File: src/dmp_map.svh
`ifndef DMP_MAP_SVH
`define DMP_MAP_SVH
// register offsets (word addresses on the plain port)
`define DMP_ADDR_CTRL 4'h0
`define DMP_ADDR_DELAY 4'h1
`define DMP_ADDR_EQ 4'h2
`define DMP_ADDR_THRESH 4'h3
`define DMP_ADDR_COMP_GAIN 4'h4
`define DMP_ADDR_STATUS 4'h5
`define DMP_ADDR_NULL 4'h6
// ctrl fields
`define DMP_CTRL_MODE_LSB 0
`define DMP_CTRL_RATE_BIT 2
// reset values
`define DMP_CTRL_RST 32'h0000_0000
`define DMP_DELAY_RST 5'h01
`define DMP_EQ_RST 4'h0
`define DMP_THRESH_RST 20'h00400
`define DMP_COMP_GAIN_RST 16'h4000
// adaptive weight limits, q1.14: 0 gives 90 degree null, 1.0 gives 180 degree null
`define DMP_W_MIN 16'sh0000
`define DMP_W_MAX 16'sh4000
`define DMP_W_OMNI_LIM 16'sh0010
`define DMP_MU_SHIFT 12
// omni state recheck interval in samples
`define DMP_RECHECK_SAMPLES 16'd512
`define DMP_LEVEL_SHIFT 6
`endif

File: src/dmp_pkg.sv
package dmp_pkg;
  typedef enum logic [1:0] {
    DMP_OMNI = 2'h0,
    DMP_STATIC = 2'h1,
    DMP_ADAPT = 2'h2,
    DMP_AUTO = 2'h3
  } dmp_mode_t;
  typedef enum logic [1:0] {
    DMP_ST_DIR = 2'b01,
    DMP_ST_OMNI = 2'b10
  } dmp_auto_t;
endpackage

File: src/dmp_directional.sv
// Overview of operation
// - takes front and rear sample streams, outputs one directional stream
// - static output equals front minus delayed rear sample
// - rear delay is software configurable, shaping the polar pattern
// - fixed calibrated compensation gain on rear path in every directional mode
// - low frequency boost one-pole shelf after combiner, programmable amount
// - adaptive mode steers one null to minimise output power
// - adaptive null held between 90 and 180 degrees, never in front
// - front sound passes, rear sound attenuated; direction only
// - auto mode stays adaptive while level above threshold and not omni
// - auto mode drops to single mic omni when quiet or converged omni
// - omni state rechecks re-entry conditions at a regular interval
// - inputs are 20-bit samples at 32 kHz or 16 kHz
// - combination fixed in static mode, adapting in adaptive modes
`include "dmp_map.svh"
module dmp_directional
  import dmp_pkg::*;
#(
  parameter int SW = 20,
  parameter int MAXDLY = 32
) (
  input wire logic mclk,
  input wire logic rstn,
  input wire logic [3:0] regAddr,
  input wire logic [31:0] regWdata,
  input wire logic regWr,
  input wire logic regRd,
  output logic [31:0] regRdata,
  input wire logic sampleValid,
  input wire logic signed [SW-1:0] frontSample,
  input wire logic signed [SW-1:0] rearSample,
  output logic outValid,
  output logic signed [SW-1:0] outSample,
  output logic rearMicEnable,
  output logic rate16k
);
  // elaboration check; the write pointer wraps freely, so the line length must be a power of two
  if (SW < 8 || SW > 24 || MAXDLY < 2 || MAXDLY > 32 || (1 << $clog2(MAXDLY)) != MAXDLY) begin : gParamCheck
    $error("dmp_directional: unsupported parameters");
  end

  localparam int AW = $clog2(MAXDLY);
  localparam int XW = SW + 4;

  // configuration registers and internal state
  dmp_mode_t mode_q;
  logic rate16k_q;
  logic [4:0] delay_q;
  logic [3:0] eq_q;
  logic [19:0] thresh_q;
  logic signed [15:0] compGain_q;
  dmp_auto_t autoSt_q;
  logic signed [15:0] w_q;
  logic [XW-1:0] level_q;
  logic [15:0] recheck_q;

  always_ff @(posedge mclk or negedge rstn) begin
    if (!rstn) begin
      mode_q <= DMP_OMNI;
      rate16k_q <= 1'b0;
      delay_q <= `DMP_DELAY_RST;
      eq_q <= `DMP_EQ_RST;
      thresh_q <= `DMP_THRESH_RST;
      compGain_q <= `DMP_COMP_GAIN_RST;
    end else if (regWr) begin
      if (regAddr == `DMP_ADDR_CTRL) begin
        mode_q <= dmp_mode_t'(regWdata[`DMP_CTRL_MODE_LSB +: 2]);
        rate16k_q <= regWdata[`DMP_CTRL_RATE_BIT];
      end else if (regAddr == `DMP_ADDR_DELAY) begin
        delay_q <= (regWdata[4:0] > 5'(MAXDLY - 1)) ? 5'(MAXDLY - 1) : regWdata[4:0];
      end else if (regAddr == `DMP_ADDR_EQ) begin
        eq_q <= regWdata[3:0];
      end else if (regAddr == `DMP_ADDR_THRESH) begin
        thresh_q <= regWdata[19:0];
      end else if (regAddr == `DMP_ADDR_COMP_GAIN) begin
        // loaded once at calibration, never adapted
        compGain_q <= regWdata[15:0];
      end
    end
  end

  // read data one cycle after the strobe; unmapped reads give zero
  always_ff @(posedge mclk or negedge rstn) begin
    if (!rstn) begin
      regRdata <= 32'h0;
    end else if (regRd) begin
      if (regAddr == `DMP_ADDR_CTRL) begin
        regRdata <= {29'h0, rate16k_q, mode_q};
      end else if (regAddr == `DMP_ADDR_DELAY) begin
        regRdata <= {27'h0, delay_q};
      end else if (regAddr == `DMP_ADDR_EQ) begin
        regRdata <= {28'h0, eq_q};
      end else if (regAddr == `DMP_ADDR_THRESH) begin
        regRdata <= {12'h0, thresh_q};
      end else if (regAddr == `DMP_ADDR_COMP_GAIN) begin
        regRdata <= {16'h0, compGain_q};
      end else if (regAddr == `DMP_ADDR_STATUS) begin
        regRdata <= {30'h0, autoSt_q == DMP_ST_OMNI, rearMicEnable};
      end else if (regAddr == `DMP_ADDR_NULL) begin
        regRdata <= {16'h0, w_q};
      end else begin
        regRdata <= 32'h0;
      end
    end else begin
      regRdata <= 32'h0;
    end
  end

  // rear delay line; inputs come from same-clock decimators, no sync needed
  logic signed [SW-1:0] rearLine [MAXDLY];
  logic [AW-1:0] wrPtr_q;
  always_ff @(posedge mclk) begin
    if (sampleValid) begin
      rearLine[wrPtr_q] <= rearSample;
    end
  end
  always_ff @(posedge mclk or negedge rstn) begin
    if (!rstn) begin
      wrPtr_q <= '0;
    end else if (sampleValid) begin
      wrPtr_q <= wrPtr_q + 1'b1;
    end
  end

  // tap read at configured delay, zero delay reads the live sample
  logic signed [SW-1:0] rearDly;
  logic [AW-1:0] rdPtr;
  always_comb begin
    rdPtr = wrPtr_q - delay_q[AW-1:0];
    rearDly = (delay_q == 5'h0) ? rearSample : rearLine[rdPtr];
  end

  // compensation gain q1.14 on rear path
  logic signed [SW+15:0] rearProd;
  logic signed [XW-1:0] rearComp;
  logic signed [XW-1:0] frontX;
  always_comb begin
    rearProd = rearDly * compGain_q;
    rearComp = XW'(rearProd >>> 14);
    frontX = XW'(frontSample);
  end

  // adaptive weight scales the delayed rear; 0..1 keeps null at rear
  logic signed [XW+15:0] wProd;
  logic signed [XW-1:0] combStatic;
  logic signed [XW-1:0] combAdapt;
  logic signed [XW-1:0] comb;
  logic dirActive;
  always_comb begin
    wProd = rearComp * w_q;
    combStatic = frontX - rearComp;
    combAdapt = frontX - XW'(wProd >>> 14);
    dirActive = (mode_q == DMP_STATIC) || (mode_q == DMP_ADAPT) ||
                (mode_q == DMP_AUTO && autoSt_q == DMP_ST_DIR);
    // static fixed, adaptive modes use steered weight
    if (mode_q == DMP_STATIC) begin
      comb = combStatic;
    end else if (dirActive) begin
      comb = combAdapt;
    end else begin
      comb = frontX;
    end
  end

  // sign lms on weight, minimising output power
  logic adaptOn;
  logic signed [XW-1:0] wStep;
  logic signed [16:0] wNext;
  always_comb begin
    adaptOn = (mode_q == DMP_ADAPT) || (mode_q == DMP_AUTO && autoSt_q == DMP_ST_DIR);
    wStep = (comb ^ rearComp) >>> (XW - 1 - `DMP_MU_SHIFT);
    wNext = 17'(w_q) + ((comb[XW-1] == rearComp[XW-1]) ? 17'sd4 : -17'sd4);
  end
  always_ff @(posedge mclk or negedge rstn) begin
    if (!rstn) begin
      w_q <= `DMP_W_MAX;
    end else if (mode_q == DMP_AUTO && autoSt_q == DMP_ST_OMNI) begin
      // restart from rear null, else a converged weight blocks re-entry
      w_q <= `DMP_W_MAX;
    end else if (sampleValid && adaptOn && wStep != '0) begin
      // clamp keeps null between 90 and 180 degrees
      if (wNext > 17'(`DMP_W_MAX)) begin
        w_q <= `DMP_W_MAX;
      end else if (wNext < 17'(`DMP_W_MIN)) begin
        w_q <= `DMP_W_MIN;
      end else begin
        w_q <= wNext[15:0];
      end
    end
  end

  // ambient level, leaky average of front magnitude
  logic [XW-1:0] absFront;
  always_comb begin
    absFront = frontX[XW-1] ? XW'(-frontX) : frontX;
  end
  always_ff @(posedge mclk or negedge rstn) begin
    if (!rstn) begin
      level_q <= '0;
    end else if (sampleValid) begin
      level_q <= level_q - (level_q >> `DMP_LEVEL_SHIFT) + (absFront >> `DMP_LEVEL_SHIFT);
    end
  end

  // auto mode state machine
  logic loud;
  logic converged;
  always_comb begin
    loud = level_q > XW'(thresh_q);
    converged = w_q <= `DMP_W_OMNI_LIM;
  end
  always_ff @(posedge mclk or negedge rstn) begin
    if (!rstn) begin
      autoSt_q <= DMP_ST_DIR;
      recheck_q <= '0;
    end else if (mode_q != DMP_AUTO) begin
      autoSt_q <= DMP_ST_DIR;
      recheck_q <= '0;
    end else if (sampleValid) begin
      case (autoSt_q)
        DMP_ST_DIR: begin
          // stay while loud and not omni, else drop
          if (!loud || converged) begin
            autoSt_q <= DMP_ST_OMNI;
            recheck_q <= '0;
          end
        end
        DMP_ST_OMNI: begin
          // periodic recheck; weight restored so convergence test is fresh
          if (recheck_q == `DMP_RECHECK_SAMPLES - 16'd1) begin
            recheck_q <= '0;
            if (loud) begin
              autoSt_q <= DMP_ST_DIR;
            end
          end else begin
            recheck_q <= recheck_q + 16'd1;
          end
        end
        default: autoSt_q <= DMP_ST_DIR;
      endcase
    end
  end

  // one-pole shelf filter: boost lows by eq_q/4 of lowpassed signal
  logic signed [XW-1:0] lp_q;
  logic signed [XW+4:0] eqSum;
  always_comb begin
    eqSum = (XW+5)'(comb) + (((XW+5)'(lp_q) * $signed({1'b0, eq_q})) >>> 2);
  end
  always_ff @(posedge mclk or negedge rstn) begin
    if (!rstn) begin
      lp_q <= '0;
    end else if (sampleValid) begin
      lp_q <= lp_q + ((comb - lp_q) >>> 4);
    end
  end

  // single output stream, saturated to sample width
  always_ff @(posedge mclk or negedge rstn) begin
    if (!rstn) begin
      outValid <= 1'b0;
      outSample <= '0;
      rearMicEnable <= 1'b0;
      rate16k <= 1'b0;
    end else begin
      outValid <= sampleValid;
      rearMicEnable <= dirActive;
      rate16k <= rate16k_q;
      if (sampleValid) begin
        if (!dirActive) begin
          outSample <= frontSample;
        end else if (eqSum > (XW+5)'((1 <<< (SW-1)) - 1)) begin
          outSample <= SW'((1 <<< (SW-1)) - 1);
        end else if (eqSum < -(XW+5)'(1 <<< (SW-1))) begin
          outSample <= SW'(-(1 <<< (SW-1)));
        end else begin
          outSample <= eqSum[SW-1:0];
        end
      end
    end
  end

  // assertions
  a_out_valid_follows: assert property (@(posedge mclk) disable iff (!rstn)
    sampleValid |=> outValid) else $error("output valid missing");
  a_weight_in_range: assert property (@(posedge mclk) disable iff (!rstn)
    w_q >= `DMP_W_MIN && w_q <= `DMP_W_MAX) else $error("null outside rear range");
  a_static_fixed_weight: assert property (@(posedge mclk) disable iff (!rstn)
    mode_q == DMP_STATIC |=> $stable(w_q)) else $error("static weight moved");
  a_omni_passthru: assert property (@(posedge mclk) disable iff (!rstn)
    sampleValid && mode_q == DMP_OMNI |=> outSample == $past(frontSample)) else $error("omni not front");
  a_auto_drop_quiet: assert property (@(posedge mclk) disable iff (!rstn)
    sampleValid && mode_q == DMP_AUTO && autoSt_q == DMP_ST_DIR && !loud |=> autoSt_q == DMP_ST_OMNI)
    else $error("auto did not drop");
  a_auto_hold_loud: assert property (@(posedge mclk) disable iff (!rstn)
    mode_q == DMP_AUTO && autoSt_q == DMP_ST_DIR && loud && !converged ##1 mode_q == DMP_AUTO
    |-> autoSt_q == DMP_ST_DIR) else $error("auto left while loud");
  a_recheck_bound: assert property (@(posedge mclk) disable iff (!rstn)
    recheck_q < `DMP_RECHECK_SAMPLES) else $error("recheck overrun");
  a_rear_mic_gate: assert property (@(posedge mclk) disable iff (!rstn)
    mode_q == DMP_OMNI ##1 mode_q == DMP_OMNI |-> !rearMicEnable) else $error("rear mic on in omni");
  c_static_run: cover property (@(posedge mclk) mode_q == DMP_STATIC && outValid);
  c_auto_drop: cover property (@(posedge mclk) autoSt_q == DMP_ST_DIR ##1 autoSt_q == DMP_ST_OMNI);
  c_auto_return: cover property (@(posedge mclk) autoSt_q == DMP_ST_OMNI ##1 autoSt_q == DMP_ST_DIR);
endmodule

File: config.mk
export PLATFORM = sky130hd
export DESIGN_NAME = dmp_directional
export DESIGN_NICKNAME = d
export VERILOG_FILES = /design/src/dmp_pkg.sv /design/src/dmp_directional.sv
export VERILOG_INCLUDE_DIRS = /design/src
export SDC_FILE = /design/constraint.sdc
export NUM_CORES = 2
export LEC_CHECK = 0
export BUFFER_PORTS_ARGS = -buffer_cell sky130_fd_sc_hd__buf_2
export CAP_MARGIN = 20
export CORE_MARGIN = 2
export CORE_UTILIZATION = 40
export CTS_BUF_LIST = sky130_fd_sc_hd__clkbuf_8
export CTS_CLUSTER_DIAMETER = 120
export DETAILED_ROUTE_END_ITERATION = 10
export HOLD_SLACK_MARGIN = 0.03
export PLACE_DENSITY = 0.58
export SYNTH_ARGS = -nofsm -noshare
export SYNTH_HDL_FRONTEND = slang
export SYNTH_SLANG_ARGS = --single-unit
export TNS_END_PERCENT = 10
File: constraint.sdc
create_clock -name mclk -period 31.4 [get_ports mclk]
set_input_delay 1.57 -clock mclk [delete_from_list [all_inputs] [get_ports mclk]]
set_output_delay 1.57 -clock mclk [all_outputs]
set_load 0.02 [all_outputs]
======== After elaboration in Yosys (flattened, before gate mapping) ========
Memories as Yosys holds them, arrays and structs flattened.
Index checks and enable logic that the tools add are counted.
storage, ports and cells
  register bits after elaboration ......... 190
  bits in latches ......................... 0
  memory bits (writable) .................. 640
  bits in read-only memories .............. 0
  input port bits ......................... 81
  output and inout bits ................... 55
  word-level logic and storage cells ...... 118
  memories kept ........................... 1
memory list
  memory    depth  width  rd ports  clocked after Yosys merged registers in  write ports  line                    text
  rearLine  32     20     1         0                                        1            dmp_directional.sv:110  logic signed [SW-1:0] rearLine [MAXDLY];
operators by class
  add/sub/neg operators ................... 12
  multipliers ............................. 3
  div/mod/pow operators ................... 0
  magnitude comparators ................... 7
  equality and inequality tests ........... 17
  shift operators ......................... 0
  muxes and demuxes ....................... 34
  bitwise logic cells ..................... 5
  reductions and logical operators ........ 22
operators by type and width
  cell                                                          number
  two-way mux 16 bit                                            11
  two-way mux 20 bit                                            8
  two-way mux 24 bit                                            3
  multiplier 22 x 16 -> 38 bit                                  1
  multiplier 20 x 16 -> 36 bit                                  1
  two-way mux 32 bit                                            1
  case mux 16 bit (2 select lines)                              1
  multiplier 24 x 5 -> 29 bit                                   1
  adder 24 x 27 -> 28 bit                                       1
  > comparator 28 x 20 -> 1 bit, second input constant          1
  less-than comparator 28 x 20 -> 1 bit, second input constant  1
  adder 24 x 18 -> 24 bit                                       1
  adder 24 x 20 -> 24 bit                                       1
  > comparator 24 x 20 -> 1 bit                                 1
  negation 20 -> 24 bit                                         1
  nonzero test 24 bit                                           1
  subtractor 20 x 24 -> 24 bit                                  1
  subtractor 24 x 18 -> 24 bit                                  1
  subtractor 24 bit                                             1
  XOR 24 x 22 -> 24 bit                                         1
  subtractor 20 x 22 -> 23 bit                                  1
  adder 16 x 17 -> 17 bit                                       1
  > comparator 17 x 16 -> 1 bit, second input constant          1
  less-than comparator 17 x 1 -> 1 bit, second input constant   1
  33 further kinds                                              57

======== Depth between registers and ports, before layout ========
An unclocked memory read counts as a cell.
  word-level depth ........................ 16
  depth in mapped cells ................... 93
  gate-level depth less buffers ........... 90

======== Worst setup path before layout ========
OpenSTA, ideal clock, no wires.
  path kind ............................... register -> register
  start ................................... register wrPtr_q[0]
  end ..................................... register w_q[5]
  library setup time ...................... 79 ps
  arrival time ............................ 21383 ps
  data required time ...................... 31321 ps
  setup slack ............................. 9938 ps
  cell stages (with the launch flop) ...... 91
  buffers on the path ..................... 8
  clock period less this slack ............ 21462 ps
  cells stage by stage .................... dfrtp_1 > inv_1 > ha_1 > fa_1 > clkbuf_1 > buf_2 > buf_2 > buf_1 > clkbuf_1 > mux4_2 > mux4_2 > mux2_2 > mux2i_1 > clkbuf_1 > nor2_1 > fa_1 > inv_1 > fa_1 > [55 not listed] > xnor2_1 > ha_1 > a21o_1 > a21oi_1 > o21bai_1 > a21oi_1 > o21bai_1 > a21oi_1 > o21bai_1 > a21oi_1 > o21bai_1 > a21oi_1 > xnor2_1 > o41ai_1 > or4b_1 > clkbuf_1 > or2_2 > mux2i_1
on the way
  longest elaborated chain between the ends .. 16
  elaborated cells between the ends (all ways) .. 22
  classes of those cells .................. 4 x add/sub; 2 x mul; 2 x order compare; 1 x eq/ne; 8 x mux; 1 x bitwise; 3 x reduce/logical; 1 x memory
ends and longest elaborated chain
  what                                  line                    text
  start, declared                       dmp_directional.sv:111  logic [AW-1:0] wrPtr_q;
  start signal, assigned                dmp_directional.sv:121  wrPtr_q <= wrPtr_q + 1'b1;
  subtractor 5 bit *                    dmp_directional.sv:129  rdPtr = wrPtr_q - delay_q[AW-1:0];
  memory (32 x 20 bit) *                -
  two-way mux 20 bit *                  dmp_directional.sv:130  rearDly = (delay_q == 5'h0) ? rearSample : rearLine[rdPtr];
  multiplier 20 x 16 -> 36 bit *        dmp_directional.sv:138  rearProd = rearDly * compGain_q;
  multiplier 22 x 16 -> 38 bit          dmp_directional.sv:150  wProd = rearComp * w_q;
  subtractor 20 x 24 -> 24 bit          dmp_directional.sv:152  combAdapt = frontX - XW'(wProd >>> 14);
  two-way mux 24 bit                    dmp_directional.sv:158  end else if (dirActive) begin
  two-way mux 24 bit                    dmp_directional.sv:156  if (mode_q == DMP_STATIC) begin
  == test 1 bit                         dmp_directional.sv:172  wNext = 17'(w_q) + ((comb[XW-1] == rearComp[XW-1]) ? 17'sd4 : -17'sd4);
  two-way mux 17 bit                    dmp_directional.sv:172
  adder 16 x 17 -> 17 bit               dmp_directional.sv:172
  less-than comparator 17 x 1 -> 1 bit  dmp_directional.sv:184  end else if (wNext < 17'(`DMP_W_MIN)) begin
  two-way mux 16 bit                    dmp_directional.sv:184
  two-way mux 16 bit                    dmp_directional.sv:182  if (wNext > 17'(`DMP_W_MAX)) begin
  two-way mux 16 bit                    dmp_directional.sv:180  end else if (sampleValid && adaptOn && wStep != '0) begin
  two-way mux 16 bit                    dmp_directional.sv:177  end else if (mode_q == DMP_AUTO && autoSt_q == DMP_ST_OMNI) begin
  end signal, assigned                  dmp_directional.sv:179  w_q <= `DMP_W_MAX;
  end signal, assigned                  dmp_directional.sv:183  w_q <= `DMP_W_MAX;
  end signal, assigned                  dmp_directional.sv:185  w_q <= `DMP_W_MIN;
  end, declared                         dmp_directional.sv:53   logic signed [15:0] w_q;
Mark *: on every way between the ends. The rest lies on a longest branch, timed or not. The select of a mux whose other input is x is not followed.
A chain may end at the register's enable or synchronous reset.

======== Final worst setup path ========
Same ends and word-level chain as after synthesis.

==> results.py <==
metrics = {
    "status": {
        "outcome": "complete, no violations",
    },
    "timing": {
        "min_period_ns": 24.37,
        "finalMaxSlewViolations": 0,
        "tightest_slew_ns": 1.227,
        "tns_ns": 0,
        "hold_viol": 0,
        "fin_crit_sh_pct": 77.61,
        "rsz0062_at_grt": "no",
        "fmax_mhz": 41.04,
        "fin_skew_ns": 0.03503,
        "slew_headroom_pct": 18.23,
        "worst_slack_ns": 7.032,
        "setup_viol": 0,
    },
    "clocking": {
        "clkSinkCount": 816,
        "clk_path_buf_depth": 3,
        "numCtsBuffers": 137,
        "cts_hold_buf": 0,
        "cts_resized": 0,
        "clockRootBuffer": "clkbuf_8",
        "clkTransAtPathRegs_ns": 0.07,
        "cts_tree": "yes",
        "clock_latency_ns": 0.85,
        "htreeDepth": 4,
        "postCtsSetupBuffers": 0,
    },
    "critical_path": {
        "worst-r2r-cell-count": 86,
        "cp.required_ns": 32.15,
        "critical_path_class": "flop to flop",
        "cp_max_fo": 45,
        "cp.arrival_ns": 25.12,
        "regToRegSetupSlack_ns": 7.03,
        "cpPeakStageDelay_ns": 0.77,
        "end_kind": "flop",
        "crit_slowest_cell": "buf_4",
        "startpoint_type": "flop",
    },
    "worst_hold_path": {
        "hold_depth": 0,
        "min_path_type": "flop to flop",
    },
    "placement": {
        "io_buffers": 111,
        "dp_slack_ns": 7.098,
        "dp.final_hpwl_um": 134000,
        "gp_congestion": 0.9168,
    },
    "synthesis": {
        "synthFlopType": "edfxtp_1",
        "synth_area_sq_um": 68240,
        "ys_seq_area_share_pct": 34.63,
        "synth_area_per_cell_sq_um": 11.41,
        "ys_async_sr_fraction_pct": 21.57,
        "syn_inst": 5978,
        "ys_warn_count": 0,
        "ys_types": 98,
        "ys_ff_latch": 816,
        "synth_edf_count": 640,
    },
    "drt": {
        "drtAntennaViolNets": 0,
        "drc_errors": 0,
        "dr.pass1.iters": 6,
        "vias": 45040,
        "drtIter0Drc": 3573,
        "wire_per_inst_um": 21.65,
        "wl_um": 184200,
        "via_per_inst": 5.293,
    },
    "global_route": {
        "grt_pass1_vias": 47170,
        "grt_pass1_wl_um": 284500,
        "grtUsageTotal_pct": 21.63,
        "antenna_found_initial": 15,
        "grt_overflow": 0,
        "grt_max_degree": 122,
    },
    "floorplanning": {
        "start_util_pct": 40.27,
        "die_w_um": 417.0,
        "die_area_sq_um": 173900,
        "core_area_sq_um": 169500,
        "io_pins": 136,
        "die_h_um": 417.0,
        "rows": 151,
    },
    "final_layout": {
        "finalNetCount": 7420,
        "drive_gt1_share_pct": 12.36,
        "syn_to_final_growth_pct": 9.304,
    },
    "job": {
        "cap_violations": 0,
    },
}
-- cell families (layout without fill, tap and decap cells) --
logic type                 Yosys count  after routing  share of synthesized area, %
AOI/OAI and AO/OA                  756            756                         7.221
other                                2             68                       0.01101
muxes                              312            312                         8.291
adders and majority gates         1160           1160                         29.36
and+or+nand+nor                   1446           1446                         10.61
DFF                                816            816                         34.63
xor gates and xnor gates           206            206                         2.714
buffers and inverters             1280           1527                         7.166
-- worst paths after layout --
path                             from           end
min in group asynchronous        rstn  regRdata[11]
max                        wrPtr_q[0]        w_q[5]
min                         rate16k_q       rate16k
max in group asynchronous        rstn   autoSt_q[0]
min reg2reg                 rate16k_q       rate16k
max reg2reg                wrPtr_q[0]        w_q[5]
-- cells in the final DEF, fill, tap and decap left out, types with 135 or more instances in the layout --
cell      count
mux4_2      196
nor2_1      241
fa_1        734
and2_1      232
nor2b_1     135
edfxtp_1    640
ha_1        424
dfrtp_1     171
xnor2_1     149
clkbuf_8    152
inv_1      1082
nand2_1     444
o21ai_0     183
a21oi_1     201
-- routing by layer --
layer	part of all wire [%]	GRT usage (%)	vias up
met3	4.5	2.495	295
met5	0.014	0	-
met4	3.9	8.812	4
met1	43	28.94	23220
li1	-	-	20320
met2	48	35.87	1201
-- worst max-delay path, delay by kind of cell, from the launching register on --
| family | cells | cell delay, ns |
|---|---|---|
| flip-flops | 1 | 0.44 |
| adder cells (fa/ha/maj) | 17 | 7.85 |
| AO/OA/AOI/OAI | 28 | 6.52 |
| buffers and inverters | 17 | 3.04 |
| AND/OR/NAND/NOR | 14 | 3.04 |
| XOR/XNOR | 5 | 1.52 |
| multiplexers | 5 | 1.76 |
-- final cells by class --
class / instances / area [sq um]
timing repair buffer: 233 / 1528
antenna: 5 / 12.51
inverter: 1048 / 3934
fill: 15700 / 94880
clock buffer: 151 / 2078
tap: 2218 / 2775
sequential: 816 / 23630
multi-input combinational: 3943 / 40120
clock inverter: 95 / 505.5
-- through the flow --
stage                     cells  utilization [%]  hold slack, ns  instance area, sq um
final                      8509            44.01          0.4310                 74590
after CTS                  8502            43.98          0.4303                 74530
after floorplan            6039                -          0.3677                 68470
after global routing       8508            44.01          0.4430                 74580
after global placement     8255            42.45          0.4033                 71940
after detailed placement   8256            42.45          0.4095                 71940
-- flip-flops by register name, indices dropped and copies added (netlist names) --
register       cells
rearMicEnable      1
recheck_q         16
lp_q              24
level_q           24
thresh_q          20
rate16k_q          1
eq_q               4
regRdata          20
outValid           1
rearLine         640
compGain_q        16
autoSt_q           2
mode_q             2
outSample         20
w_q               14
delay_q            5
wrPtr_q            5
rate16k            1
-- cell usage after synthesis (all sizes together), types with 151 or more instances --
master  instances  area share (%)
a21oi         201             1.5
and2          232             2.1
clkbuf        177            0.97
dfrtp         171             6.3
edfxtp        640              28
fa            735              22
ha            425             7.8
inv          1046             5.8
mux4          196             6.5
nand2         444             2.4
nor2          263             1.5
o21ai         199             1.5
xnor2         151             2.0
Power is not shown: default switching activity piles up to over one toggle a cycle in this logic, so the estimate is an artifact.
